===== config.mk =====
export PLATFORM = sky130hd
export DESIGN_NAME = power_ctrl_perf_counters
export DESIGN_NICKNAME = d
export VERILOG_FILES = /design/src/verilog/wrap_counter.v /design/src/verilog/event_qualify.v /design/src/verilog/power_ctrl_perf_counters.v
export VERILOG_INCLUDE_DIRS = /design/src /design/src/shared
export SDC_FILE = /design/constraint.sdc
export NUM_CORES = 2
export LEC_CHECK = 0
export BUFFER_PORTS_ARGS = -buffer_cell sky130_fd_sc_hd__buf_2
export CORE_UTILIZATION = 56
export DETAILED_ROUTE_END_ITERATION = 7
export PLACE_DENSITY = 0.78
export REMOVE_ABC_BUFFERS = 1
export SLEW_MARGIN = 20
export SYNTH_ARGS = -nofsm -noshare
export SYNTH_HDL_FRONTEND = slang
export SYNTH_SLANG_ARGS = --single-unit

===== constraint.sdc =====
create_clock -name clk_sys -period 5 [get_ports clk_sys]
set_input_delay 0.75 -clock clk_sys [delete_from_list [all_inputs] [get_ports clk_sys]]
set_output_delay 0.75 -clock clk_sys [all_outputs]
set_load 0.005 [all_outputs]

===== src/shared/perf_monitor_regs.vh =====
`ifndef PERF_MONITOR_REGS_VH
`define PERF_MONITOR_REGS_VH

// Register addresses (register index on the access port)
`define ADDR_P3_RES        12'h3F8
`define ADDR_P6_RES        12'h3F9
`define ADDR_SLEEP3_RES    12'h3FC
`define ADDR_SLEEP6_RES    12'h3FD
`define ADDR_CTL_BASE      12'h700
`define ADDR_CTR_BASE      12'h708
`define ADDR_BAND_FILTER   12'h710

// Counter control fields
`define CTL_EVSEL_HI       7
`define CTL_EVSEL_LO       0
`define CTL_OCC_FLAG_BIT   7
`define CTL_OCC_SEL_HI     15
`define CTL_OCC_SEL_LO     14
`define CTL_EDGE_BIT       18
`define CTL_ENABLE_BIT     22
`define CTL_THRESH_HI      28
`define CTL_THRESH_LO      24
`define CTL_OCC_INV_BIT    30
`define CTL_OCC_EDGE_BIT   31
`define CTL_WR_MASK        32'hDF44C0FF
`define CTL_RESET          32'h00000000

// Band filter fields
`define BAND_FILTER_MASK   64'h00000000FFFFFFFF
`define BAND_FILTER_RESET  32'h00000000
`define BAND_MHZ_STEP      100

// Event codes
`define EV_CLOCKTICKS      8'h00
`define EV_BAND0           8'h0B
`define EV_OCC_CORES       8'h80

// Widths and reset values
`define GEN_CTR_W          48
`define RES_CTR_W          64
`define INC_W              5
`define CTR_RESET          64'h0000000000000000

`endif


===== src/verilog/wrap_counter.v =====
`timescale 1ns/1ps
`default_nettype none
`include "perf_monitor_regs.vh"

module wrap_counter #(
    parameter W = 48
) (
    // Clock and reset
    input  wire         clk_sys,
    input  wire         rst,
    // Software load
    input  wire         load,
    input  wire [W-1:0] load_val,
    // Increment for this cycle
    input  wire [4:0]   inc,
    // Count
    output reg  [W-1:0] count_r
);

    wire [W-1:0] count_nxt;

    // Software write wins over the increment of the same cycle; sum wraps at W bits
    assign count_nxt = load ? load_val : count_r + {{(W-5){1'b0}}, inc};

    // Counter state
    always @(posedge clk_sys) begin
        if (rst) begin
            count_r <= {W{1'b0}};
        end else begin
            count_r <= count_nxt;
        end
    end

endmodule
`default_nettype wire


===== src/verilog/event_qualify.v =====
`timescale 1ns/1ps
`default_nettype none
`include "perf_monitor_regs.vh"

module event_qualify #(
    parameter OCC_W = 5
) (
    // Clock and reset
    input  wire               clk_sys,
    input  wire               rst,
    // Counter control
    input  wire [31:0]        ctrl,
    // Event sources
    input  wire [127:0]       simple_events,
    input  wire [3*OCC_W-1:0] occ_values,
    input  wire [3:0]         band_hit,
    // Increment for the counter
    output reg  [4:0]         incr
);

    reg  [4:0]  occ_val;
    reg         evt;
    reg         prev_r;
    wire [7:0]  sel      = ctrl[`CTL_EVSEL_HI:`CTL_EVSEL_LO];
    wire        is_occ   = sel[`CTL_OCC_FLAG_BIT];
    wire [4:0]  thr      = ctrl[`CTL_THRESH_HI:`CTL_THRESH_LO];
    wire        occ_inv  = ctrl[`CTL_OCC_INV_BIT];
    wire        occ_edge = ctrl[`CTL_OCC_EDGE_BIT];
    wire        gen_edge = ctrl[`CTL_EDGE_BIT];
    wire        enable   = ctrl[`CTL_ENABLE_BIT];
    wire        cmp_ge;
    wire        cond;
    wire        edge_src;
    wire [7:0]  band_off = sel - `EV_BAND0;

    // Occupancy source pick; select 0 means no source
    always @* begin
        case (ctrl[`CTL_OCC_SEL_HI:`CTL_OCC_SEL_LO])
            2'h1:    occ_val = occ_values[OCC_W-1:0];
            2'h2:    occ_val = occ_values[2*OCC_W-1:OCC_W];
            2'h3:    occ_val = occ_values[3*OCC_W-1:2*OCC_W];
            default: occ_val = 5'h00;
        endcase
    end

    // Plain event pick: clockticks, band hits, or the event bus
    always @* begin
        if (sel == `EV_CLOCKTICKS) begin
            evt = 1'b1;
        end else if (band_off < 8'h04) begin
            evt = band_hit[band_off[1:0]];
        end else begin
            evt = simple_events[sel[6:0]];
        end
    end

    // Threshold compare, optionally inverted; inversion only counts for occupancy codes
    assign cmp_ge   = (occ_val >= thr);
    assign cond     = (is_occ && occ_inv) ? ~cmp_ge : cmp_ge;
    assign edge_src = is_occ ? cond : evt;

    // Increment selection. A zero limit without filters accumulates the raw value,
    // which is why the edge and invert filters need a nonzero limit.
    always @* begin
        if (!enable) begin
            incr = 5'h00;
        end else if (is_occ) begin
            if (thr == 5'h00 && !occ_inv && !occ_edge) begin
                incr = occ_val;
            end else if (occ_edge) begin
                // Rising edge of cond is a falling edge of the compare when inverted
                incr = {4'h0, cond & ~prev_r};
            end else begin
                incr = {4'h0, cond};
            end
        end else if (gen_edge) begin
            incr = {4'h0, evt & ~prev_r};
        end else begin
            incr = {4'h0, evt};
        end
    end

    // Previous level for edge detection, tracked every cycle
    always @(posedge clk_sys) begin
        if (rst) begin
            prev_r <= 1'b0;
        end else begin
            prev_r <= edge_src;
        end
    end

endmodule
`default_nettype wire


===== src/verilog/power_ctrl_perf_counters.v =====
// Behaviour
// Four 48-bit general counters, each programmed by its own control register.
// A general counter adds up to a five-bit value each cycle.
// Four separate 64-bit residency counters for performance and sleep states.
// Occupancy values from the microcontroller are captured for counting.
// Occupancy invert and edge controls act only when selector top bit is set.
// Occupancy edge bit 31 counts rising transitions; clear counts every true cycle.
// Occupancy invert bit 30: clear means value >= limit, set means value < limit.
// With invert and edge both set, count falling transitions of the compare.
// Software must program a nonzero limit, one for single-step events.
// Band filter holds four 8-bit bands at bits 31:0; bits 63:48 reserved.
// Band values are frequency multipliers in 100 MHz steps.
// All four bands are tracked at once by their own band events.
// Residency counters ignore monitor freeze and reset controls.
// Sleep residency adds one per cycle when any core is in that state.
// Each residency counter is a software-writable 64-bit field resetting to zero.
// General edge control turns cycle counting into transition counting.
// Occupancy event code 0x80 adds up to 31 per cycle on any counter.
// Event code 0x00 counts controller clock cycles while enabled.
// General counters wrap at 48 bits, residency counters at 64 bits.
`timescale 1ns/1ps
`default_nettype none
`include "perf_monitor_regs.vh"

module power_ctrl_perf_counters #(
    parameter NUM_CORES = 8,
    parameter OCC_W     = 5
) (
    // Clock and reset
    input  wire                 clk_sys,
    input  wire                 rst,
    // Register access port
    input  wire                 msr_wr_en,
    input  wire                 msr_rd_en,
    input  wire [11:0]          msr_addr,
    input  wire [63:0]          msr_wdata,
    output reg  [63:0]          msr_rdata_r,
    output reg                  msr_rvalid_r,
    output reg                  msr_err_r,
    // Microcontroller event sources
    input  wire [127:0]         simple_events,
    input  wire [3*OCC_W-1:0]   occ_values,
    input  wire [7:0]           freq_ratio,
    // Residency state inputs
    input  wire                 p_state3_active,
    input  wire                 p_state6_active,
    input  wire [NUM_CORES-1:0] cores_in_sleep3,
    input  wire [NUM_CORES-1:0] cores_in_sleep6
);

    reg  [31:0] ctrl_r [0:3];
    reg  [31:0] band_filter_r;
    reg  [63:0] rdata_nxt;
    reg         err_nxt;
    wire [47:0] gen_count [0:3];
    wire [63:0] res_count [0:3];
    wire [4:0]  gen_inc   [0:3];
    wire [3:0]  band_hit;
    wire [3:0]  res_active;
    wire [63:0] filt_rd;
    integer     k;

    // True when the access address falls in a block of four starting at base
    function in_quad;
        input [11:0] addr;
        input [11:0] base;
        begin
            in_quad = (addr[11:2] == base[11:2]) && (base[1:0] == 2'h0);
        end
    endfunction

    // Band hit: frequency ratio (100 MHz units) at or above each band value
    assign band_hit[0] = (freq_ratio >= band_filter_r[7:0]);
    assign band_hit[1] = (freq_ratio >= band_filter_r[15:8]);
    assign band_hit[2] = (freq_ratio >= band_filter_r[23:16]);
    assign band_hit[3] = (freq_ratio >= band_filter_r[31:24]);

    // Residency conditions; sleep counters count cycles with any core present
    assign res_active[0] = p_state3_active;
    assign res_active[1] = p_state6_active;
    assign res_active[2] = |cores_in_sleep3;
    assign res_active[3] = |cores_in_sleep6;

    // Upper filter half reads as zero, reserved bits included
    assign filt_rd = {32'h00000000, band_filter_r} & `BAND_FILTER_MASK;

    // General counters and their qualifiers
    genvar g;
    generate
        for (g = 0; g < 4; g = g + 1) begin : gen_ctr
            event_qualify #(
                .OCC_W(OCC_W)
            ) u_qual (
                .clk_sys       (clk_sys),
                .rst           (rst),
                .ctrl          (ctrl_r[g]),
                .simple_events (simple_events),
                .occ_values    (occ_values),
                .band_hit      (band_hit),
                .incr          (gen_inc[g])
            );

            wrap_counter #(
                .W(`GEN_CTR_W)
            ) u_ctr (
                .clk_sys  (clk_sys),
                .rst      (rst),
                .load     (msr_wr_en && (msr_addr == `ADDR_CTR_BASE + g)),
                .load_val (msr_wdata[47:0]),
                .inc      (gen_inc[g]),
                .count_r  (gen_count[g])
            );
        end
    endgenerate

    // Residency counters have no enable and no freeze path at all
    wrap_counter #(.W(`RES_CTR_W)) u_res_p3 (
        .clk_sys  (clk_sys),
        .rst      (rst),
        .load     (msr_wr_en && (msr_addr == `ADDR_P3_RES)),
        .load_val (msr_wdata),
        .inc      ({4'h0, res_active[0]}),
        .count_r  (res_count[0])
    );

    wrap_counter #(.W(`RES_CTR_W)) u_res_p6 (
        .clk_sys  (clk_sys),
        .rst      (rst),
        .load     (msr_wr_en && (msr_addr == `ADDR_P6_RES)),
        .load_val (msr_wdata),
        .inc      ({4'h0, res_active[1]}),
        .count_r  (res_count[1])
    );

    wrap_counter #(.W(`RES_CTR_W)) u_res_s3 (
        .clk_sys  (clk_sys),
        .rst      (rst),
        .load     (msr_wr_en && (msr_addr == `ADDR_SLEEP3_RES)),
        .load_val (msr_wdata),
        .inc      ({4'h0, res_active[2]}),
        .count_r  (res_count[2])
    );

    wrap_counter #(.W(`RES_CTR_W)) u_res_s6 (
        .clk_sys  (clk_sys),
        .rst      (rst),
        .load     (msr_wr_en && (msr_addr == `ADDR_SLEEP6_RES)),
        .load_val (msr_wdata),
        .inc      ({4'h0, res_active[3]}),
        .count_r  (res_count[3])
    );

    // Control and filter registers; unimplemented control bits stay zero
    always @(posedge clk_sys) begin
        if (rst) begin
            for (k = 0; k < 4; k = k + 1) begin
                ctrl_r[k] <= `CTL_RESET;
            end
            band_filter_r <= `BAND_FILTER_RESET;
        end else if (msr_wr_en) begin
            for (k = 0; k < 4; k = k + 1) begin
                if (msr_addr == `ADDR_CTL_BASE + k[11:0]) begin
                    ctrl_r[k] <= msr_wdata[31:0] & `CTL_WR_MASK;
                end
            end
            if (msr_addr == `ADDR_BAND_FILTER) begin
                band_filter_r <= msr_wdata[31:0];
            end
        end
    end

    // Read decode; an unmapped address returns zero and flags an error
    always @* begin
        rdata_nxt = 64'h0000000000000000;
        err_nxt   = 1'b0;
        case (msr_addr)
            `ADDR_P3_RES:      rdata_nxt = res_count[0];
            `ADDR_P6_RES:      rdata_nxt = res_count[1];
            `ADDR_SLEEP3_RES:  rdata_nxt = res_count[2];
            `ADDR_SLEEP6_RES:  rdata_nxt = res_count[3];
            `ADDR_BAND_FILTER: rdata_nxt = filt_rd;
            default: begin
                if (in_quad(msr_addr, `ADDR_CTL_BASE)) begin
                    rdata_nxt = {32'h00000000, ctrl_r[msr_addr[1:0]]};
                end else if (in_quad(msr_addr, `ADDR_CTR_BASE)) begin
                    rdata_nxt = {16'h0000, gen_count[msr_addr[1:0]]};
                end else begin
                    err_nxt = 1'b1;
                end
            end
        endcase
    end

    // Read answer registered one cycle after the strobe; writes to bad addresses also flag
    always @(posedge clk_sys) begin
        if (rst) begin
            msr_rdata_r  <= 64'h0000000000000000;
            msr_rvalid_r <= 1'b0;
            msr_err_r    <= 1'b0;
        end else begin
            msr_rvalid_r <= msr_rd_en;
            msr_err_r    <= (msr_rd_en | msr_wr_en) & err_nxt;
            if (msr_rd_en) begin
                msr_rdata_r <= rdata_nxt;
            end
        end
    end

endmodule
`default_nettype wire


# [After elaboration in Yosys (flattened, before gate mapping)]
# Memories as Yosys holds them, arrays and structs flattened.
# Index checks and enable logic that the tools add are counted.
[classes] eq_ne=27 magnitude_cmp=21 n_reduce_logical=40 add_sub_neg=12 n_bitwise=23 mux=95
[op_table] operator="48-bit two-way mux" count=8
[op_table] operator="64-bit case mux with 5 select lines" count=1
[op_table] operator="64-bit by 1-bit adder with 64-bit output" count=4
[op_table] operator="64-bit two-way mux" count=4
[op_table] operator="48-bit by 5-bit adder with 48-bit output" count=4
[op_table] operator="12-bit by 11-bit equality test with 1-bit output (second input constant)" count=9
[op_table] operator="48-bit binary-select mux with 2-bit select" count=1
[op_table] operator="19-bit two-way mux" count=4
[op_table] operator="5-bit two-way mux" count=12
[op_table] operator="5-bit case mux with 3 select lines" count=4
[op_table] operator="1-bit two-way mux" count=53
[op_table] operator="12-bit by 10-bit equality test with 1-bit output (second input constant)" count=4
[op_table] operator="8-bit >= comparator" count=4
[op_table] operator="8-bit logical NOT" count=4
[op_table] operator="7-bit by 8-bit less-than comparator with 1-bit output (second input constant)" count=4
[op_table] operator="8-bit by 3-bit less-than comparator with 1-bit output (second input constant)" count=4
[op_table] operator="8-bit by 4-bit subtractor with 8-bit output (second input constant)" count=4
[op_table] operator="1-bit binary-select mux with 7-bit select" count=4
[op_table] operator="10-bit by 9-bit equality test with 1-bit output (second input constant)" count=2
[op_table] operator="5-bit >= comparator" count=4
[op_table] operator="1-bit logical AND" count=20
[op_table] operator="5-bit logical NOT" count=4
[op_table] operator="2-bit equality test (second input constant)" count=8
[op_table] operator="8-bit OR reduction" count=2
[op_table] operator="11 further kinds" count=46
[totals] memories=1 out_inout_bits=66 elab_cells=235 ff_bits=550 ram_bits=76 inputBits=249
[memory_table] name="ctrl_r" words=4 width=19 rd=5 rd_clocked_by_memory_dff=0 wr=4 line_no="power_ctrl_perf_counters.v:51" rtl="reg [31:0] ctrl_r [0:3];"

# [Depth between registers and ports, before layout]
# An unclocked memory read counts as a cell.
[logic_depth] ltp_word=13 mapped_depth=22 ltp_nobuf=20

# [Modules after synthesis]
# From an unflattened synthesis, not the netlist that was laid out.
[unflattened] hier_cells=5111 area_unflattened_um2=45812.7
[by_module_without_submodules] mod="wrap_counter (u_res_p3 ...)" area_per_inst_um2=4122.7 n_inst=4 cells_per_inst=507 seq_area_each_um2=1281.2
[by_module_without_submodules] mod="power_ctrl_perf_counters" area_per_inst_um2=11135.7 n_inst=1 cells_per_inst=1016 seq_area_each_um2=4244.1
[by_module_without_submodules] mod="wrap_counter (gen_ctr[0].u_ctr ...)" area_per_inst_um2=2934.1 n_inst=3 cells_per_inst=355 seq_area_each_um2=960.9
[by_module_without_submodules] mod="event_qualify" area_per_inst_um2=1610.3 n_inst=4 cells_per_inst=161 seq_area_each_um2=20.0
[by_module_without_submodules] mod="wrap_counter (gen_ctr[3].u_ctr)" area_per_inst_um2=2942.8 n_inst=1 cells_per_inst=358 seq_area_each_um2=960.9

# [Worst setup path after synthesis]
# Ideal clock, no wire load.
[synth_timing] path_type="register to register" start="memory ctrl_r[3][0] (netlist bit)" end="register gen_ctr[3].u_ctr.count_r[27]" path_stages_with_launch=20 arrival_time_ns=4.534 setup_time_ns=0.091 path_slack_ns=0.375 required_ns=4.909 n_path_buf=4 synth_period_minus_slack_ns=4.625 cell_sequence="edfxtp_1 buf_4 buf_6 mux4_2 mux4_2 o22a_1 nand4_1 o211a_1 o311ai_0 a22o_1 ha_1 a21o_1 a21oi_1 o21bai_1 a21oi_1 or4_1 clkbuf_1 clkbuf_1 o21ai_0 a311oi_1"
[synth_rtl] element="start, declared" line_no="power_ctrl_perf_counters.v:51"
[synth_rtl] element="end signal, assigned" line_no="wrap_counter.v:28" rtl="count_r <= {W{1'b0}};"
[synth_rtl] element="end signal, assigned" line_no="wrap_counter.v:30" rtl="count_r <= count_nxt;"
[synth_rtl] element="end, declared" line_no="wrap_counter.v:17" rtl="output reg [W-1:0] count_r"

==> flow_metrics.env <==
export IMPL_dpl_hpwl_um=104000
export IMPL_arrival_ns=5.35
export IMPL_port_buffers=314
export IMPL_grt_max_degree=206
export IMPL_finalSetupViolations=0
export IMPL_placeableCoreArea_mm2=0.0719
export IMPL_grtUsageTotal=0.389
export IMPL_max_freq_mhz=207
export IMPL_worst_slew_pin_slew_ns=1.26
export IMPL_drv_slew=0
export IMPL_cp_slowest_cell="edfxtp_1"
export IMPL_cts_buffer_depth=3
export IMPL_dieHeight_um=272
export IMPL_skew_ns=0.0355
export IMPL_antenna_found_initial=16
export IMPL_place_gp_congestion=0.983
export IMPL_timing_critical_path_mode_cell="a21o_1"
export IMPL_cap_violations=0
export IMPL_synth_top_area_share=0.269
export IMPL_clk_pin_slew_worst_paths_ns=0.06
export IMPL_cpPeakStageDelay_ns=0.49
export IMPL_relSlewSlack=0.160
export IMPL_outcome="completed"
export IMPL_p_per_area_mw_per_mm2=259
export IMPL_fin_crit_ns=4.83
export IMPL_layout_setup_ws_ns=0.170
export IMPL_route_detailed_drc=0
export IMPL_ctsRootBufferMaster="clkbuf_16"
export IMPL_crit_family="compound AO/OA/AOI/OAI gates"
export IMPL_drtPass1Iterations=8
export IMPL_grt_overflow=0
export IMPL_p_leak_nw=16.6
export IMPL_via_count=40600
export IMPL_die_area_mm2=0.0742
export IMPL_netlist_instances=4646
export IMPL_yosysWarnings=0
export IMPL_startpoint_type="flip-flop"
export IMPL_tns_ns=0
export IMPL_synth_area_top_cells="dfxtp_1, mux4_2, a211oi_1"
export IMPL_worstSetupPathType="reg2reg"
export IMPL_cp_data_required_time_ns=5.52
export IMPL_critPathBufInv=1
export IMPL_fin_hold_ws_ns=0.424
export IMPL_synth_seq_cells=626
export IMPL_hold_path_class="in2reg"
export IMPL_detail_route_antenna_nets=0
export IMPL_hold_viol_final=0
export IMPL_clk_latency_ns=0.65
export IMPL_grt_pass1_vias=37300
export IMPL_synth_largest_area_cell="dfxtp_1"
export IMPL_syn_area_mm2=0.0409
export IMPL_path_max_fanout=13
export IMPL_vdd_ir_drop_max_uv=259
export IMPL_crit_path_cell_trace="mux2_2 -> a21oi_2 -> ha_1 -> nand2b_1 -> a21o_1 -> a21o_1 -> a21o_1 -> a21o_1 -> mux2_2 -> o22ai_1 -> ha_1 -> fa_1 -> a21o_1 -> a21oi_1 -> o21ba_2 -> or4_1 -> buf_12 -> or3_1 -> a311oi_1"
export IMPL_wl_per_cell_um=25.2
export IMPL_ys_flop_type="dfxtp_1"
export IMPL_place_ws_ns=-0.370
export IMPL_area_delta_synth_final_pct=15.1
export IMPL_cts_buffers=71
export IMPL_final_common_cell="nor2_1"
export IMPL_clkSinkCount=626
export IMPL_synth_cell_types=90
export IMPL_async_flop_share=0
export IMPL_rows=98
export IMPL_nets=5237
export IMPL_layout_worst_path_cycle_share=0.966
export IMPL_cts_tree="done"
export IMPL_route_final_wire_length_um=149000
export IMPL_grt_pass1_wl_um=224000
export IMPL_final_cell_mix="nor2_1, dfxtp_1, a211oi_1"
export IMPL_htree_levels=3
export IMPL_drive_above_1_share=0.196
export IMPL_synth_edf_count=76
export IMPL_drt_iter0_drc=5507
export IMPL_die_w_um=272
export IMPL_avgViaCountPerCell=6.86
export IMPL_yosysSeqAreaShare=0.325
export IMPL_syn_area_per_cell_um2=8.81
export IMPL_pin_count=315
export IMPL_cp_end_kind="flip-flop"
export IMPL_start_util=0.570
synthesized netlist by cell type (44+ instances only):
library cell and count:
mux4_2 191, nand2_1 342, nand4_1 114, a21oi_1 130
mux2i_1 54, a22oi_1 64, and3_1 69, nor2b_1 44
xnor2_1 200, ha_1 88, and2_1 95, nor3_1 89
xor2_1 169, a221oi_1 64, a311oi_1 67, o21ai_0 95
inv_1 132, or3_1 45, nand3_1 194, dfxtp_1 550
nor2_1 587, clkbuf_1 291, nor4_1 59, a211oi_1 387
edfxtp_1 76
cell families (layout without fill, tap and decap cells):
logic type                 after synthesis  count (layout)  synth area share
AOI/OAI and AO/OA                      965             965             0.170
xor gates and xnor gates               369             369            0.0789
adders and majority gates               92              92            0.0289
buffers and inverters                  503             808            0.0479
DFF                                    626             626             0.325
muxes                                  276             276             0.127
other                                    0              15                 0
and+or+nand+nor                       1815            1816             0.223
routing by layer:
metal,track usage,share of wire,up-vias
li1,-,-,17900
met2,0.584,0.44,2766
met1,0.523,0.38,19400
met5,0,0.000081,-
met3,0.0829,0.12,535
met4,0.212,0.060,2
state kept, by name, summed over array words and instances, names as in the netlist:
name and flops:
gen_ctr.u_ctr.count_r 192, ctrl_r 76, msr_rdata_r 64, u_res_p3.count_r 64, u_res_p6.count_r 64, u_res_s3.count_r 64, u_res_s6.count_r 64, band_filter_r 32
gen_ctr.u_qual.prev_r 4, msr_err_r 1, msr_rvalid_r 1
worst register-to-register path, cell delays in order (launching register included):
cell	delay (ns)
edfxtp_1	0.49
mux2_2	0.38
a21oi_2	0.16
ha_1	0.24
nand2b_1	0.15
a21o_1	0.17
a21o_1	0.16
a21o_1	0.18
a21o_1	0.19
mux2_2	0.28
o22ai_1	0.21
ha_1	0.23
fa_1	0.21
a21o_1	0.12
a21oi_1	0.08
o21ba_2	0.23
or4_1	0.46
buf_12	0.18
or3_1	0.31
a311oi_1	0.27
report_power, final:
group          leakage (nW)  switching, mW  internal [mW]
clock network          1.21           2.28           3.31
logic                  10.2          0.784          0.595
registers              5.16         0.0868           5.15
timing repair:
item,CTS,global route
pin swaps,0,3
setup buffers,0,3
hold buffers,0,0
cloned,0,3
endpoints found under the hold margin,0,0
gates resized for setup,2,36
endpoints found under the setup margin,5,49
cell type report:
| class | count | area [µm²] |
|---|---|---|
| clock inverters | 26 | 393 |
| well taps | 950 | 1190 |
| multi-input cells | 3518 | 26000 |
| diodes | 15 | 37.5 |
| inverters | 135 | 507 |
| fillers | 5958 | 24700 |
| repair buffers | 544 | 3630 |
| flip-flops and latches | 626 | 13300 |
| clock buffers | 103 | 2060 |
worst paths after layout:
check / start / to / slack [ns] / cells past startpoint
setup / recovery: ctrl_r[0][9] / gen_ctr[0].u_ctr.count_r[34] / 0.17 / 19
hold / removal: msr_wdata[63] / u_res_s6.count_r[63] / 0.42 / 3
setup reg to reg: ctrl_r[0][9] / gen_ctr[0].u_ctr.count_r[34] / 0.17 / 19
hold reg to reg: msr_rdata_r[57] / msr_rdata_r[57] / 0.48 / 2
stage by stage:
step | cells | power (mW) | util | area [µm²]
after floorplan | 4278 | 5.92 | - | 39500
after global placement | 5767 | 6.65 | 0.617 | 44300
after detailed placement | 5767 | 6.67 | 0.617 | 44300
after CTS | 5896 | 12.2 | 0.651 | 46800
after global routing | 5917 | 12.5 | 0.656 | 47100
final | 5917 | 12.2 | 0.656 | 47100
No activity file was read; power rests on OpenSTA's default activity.
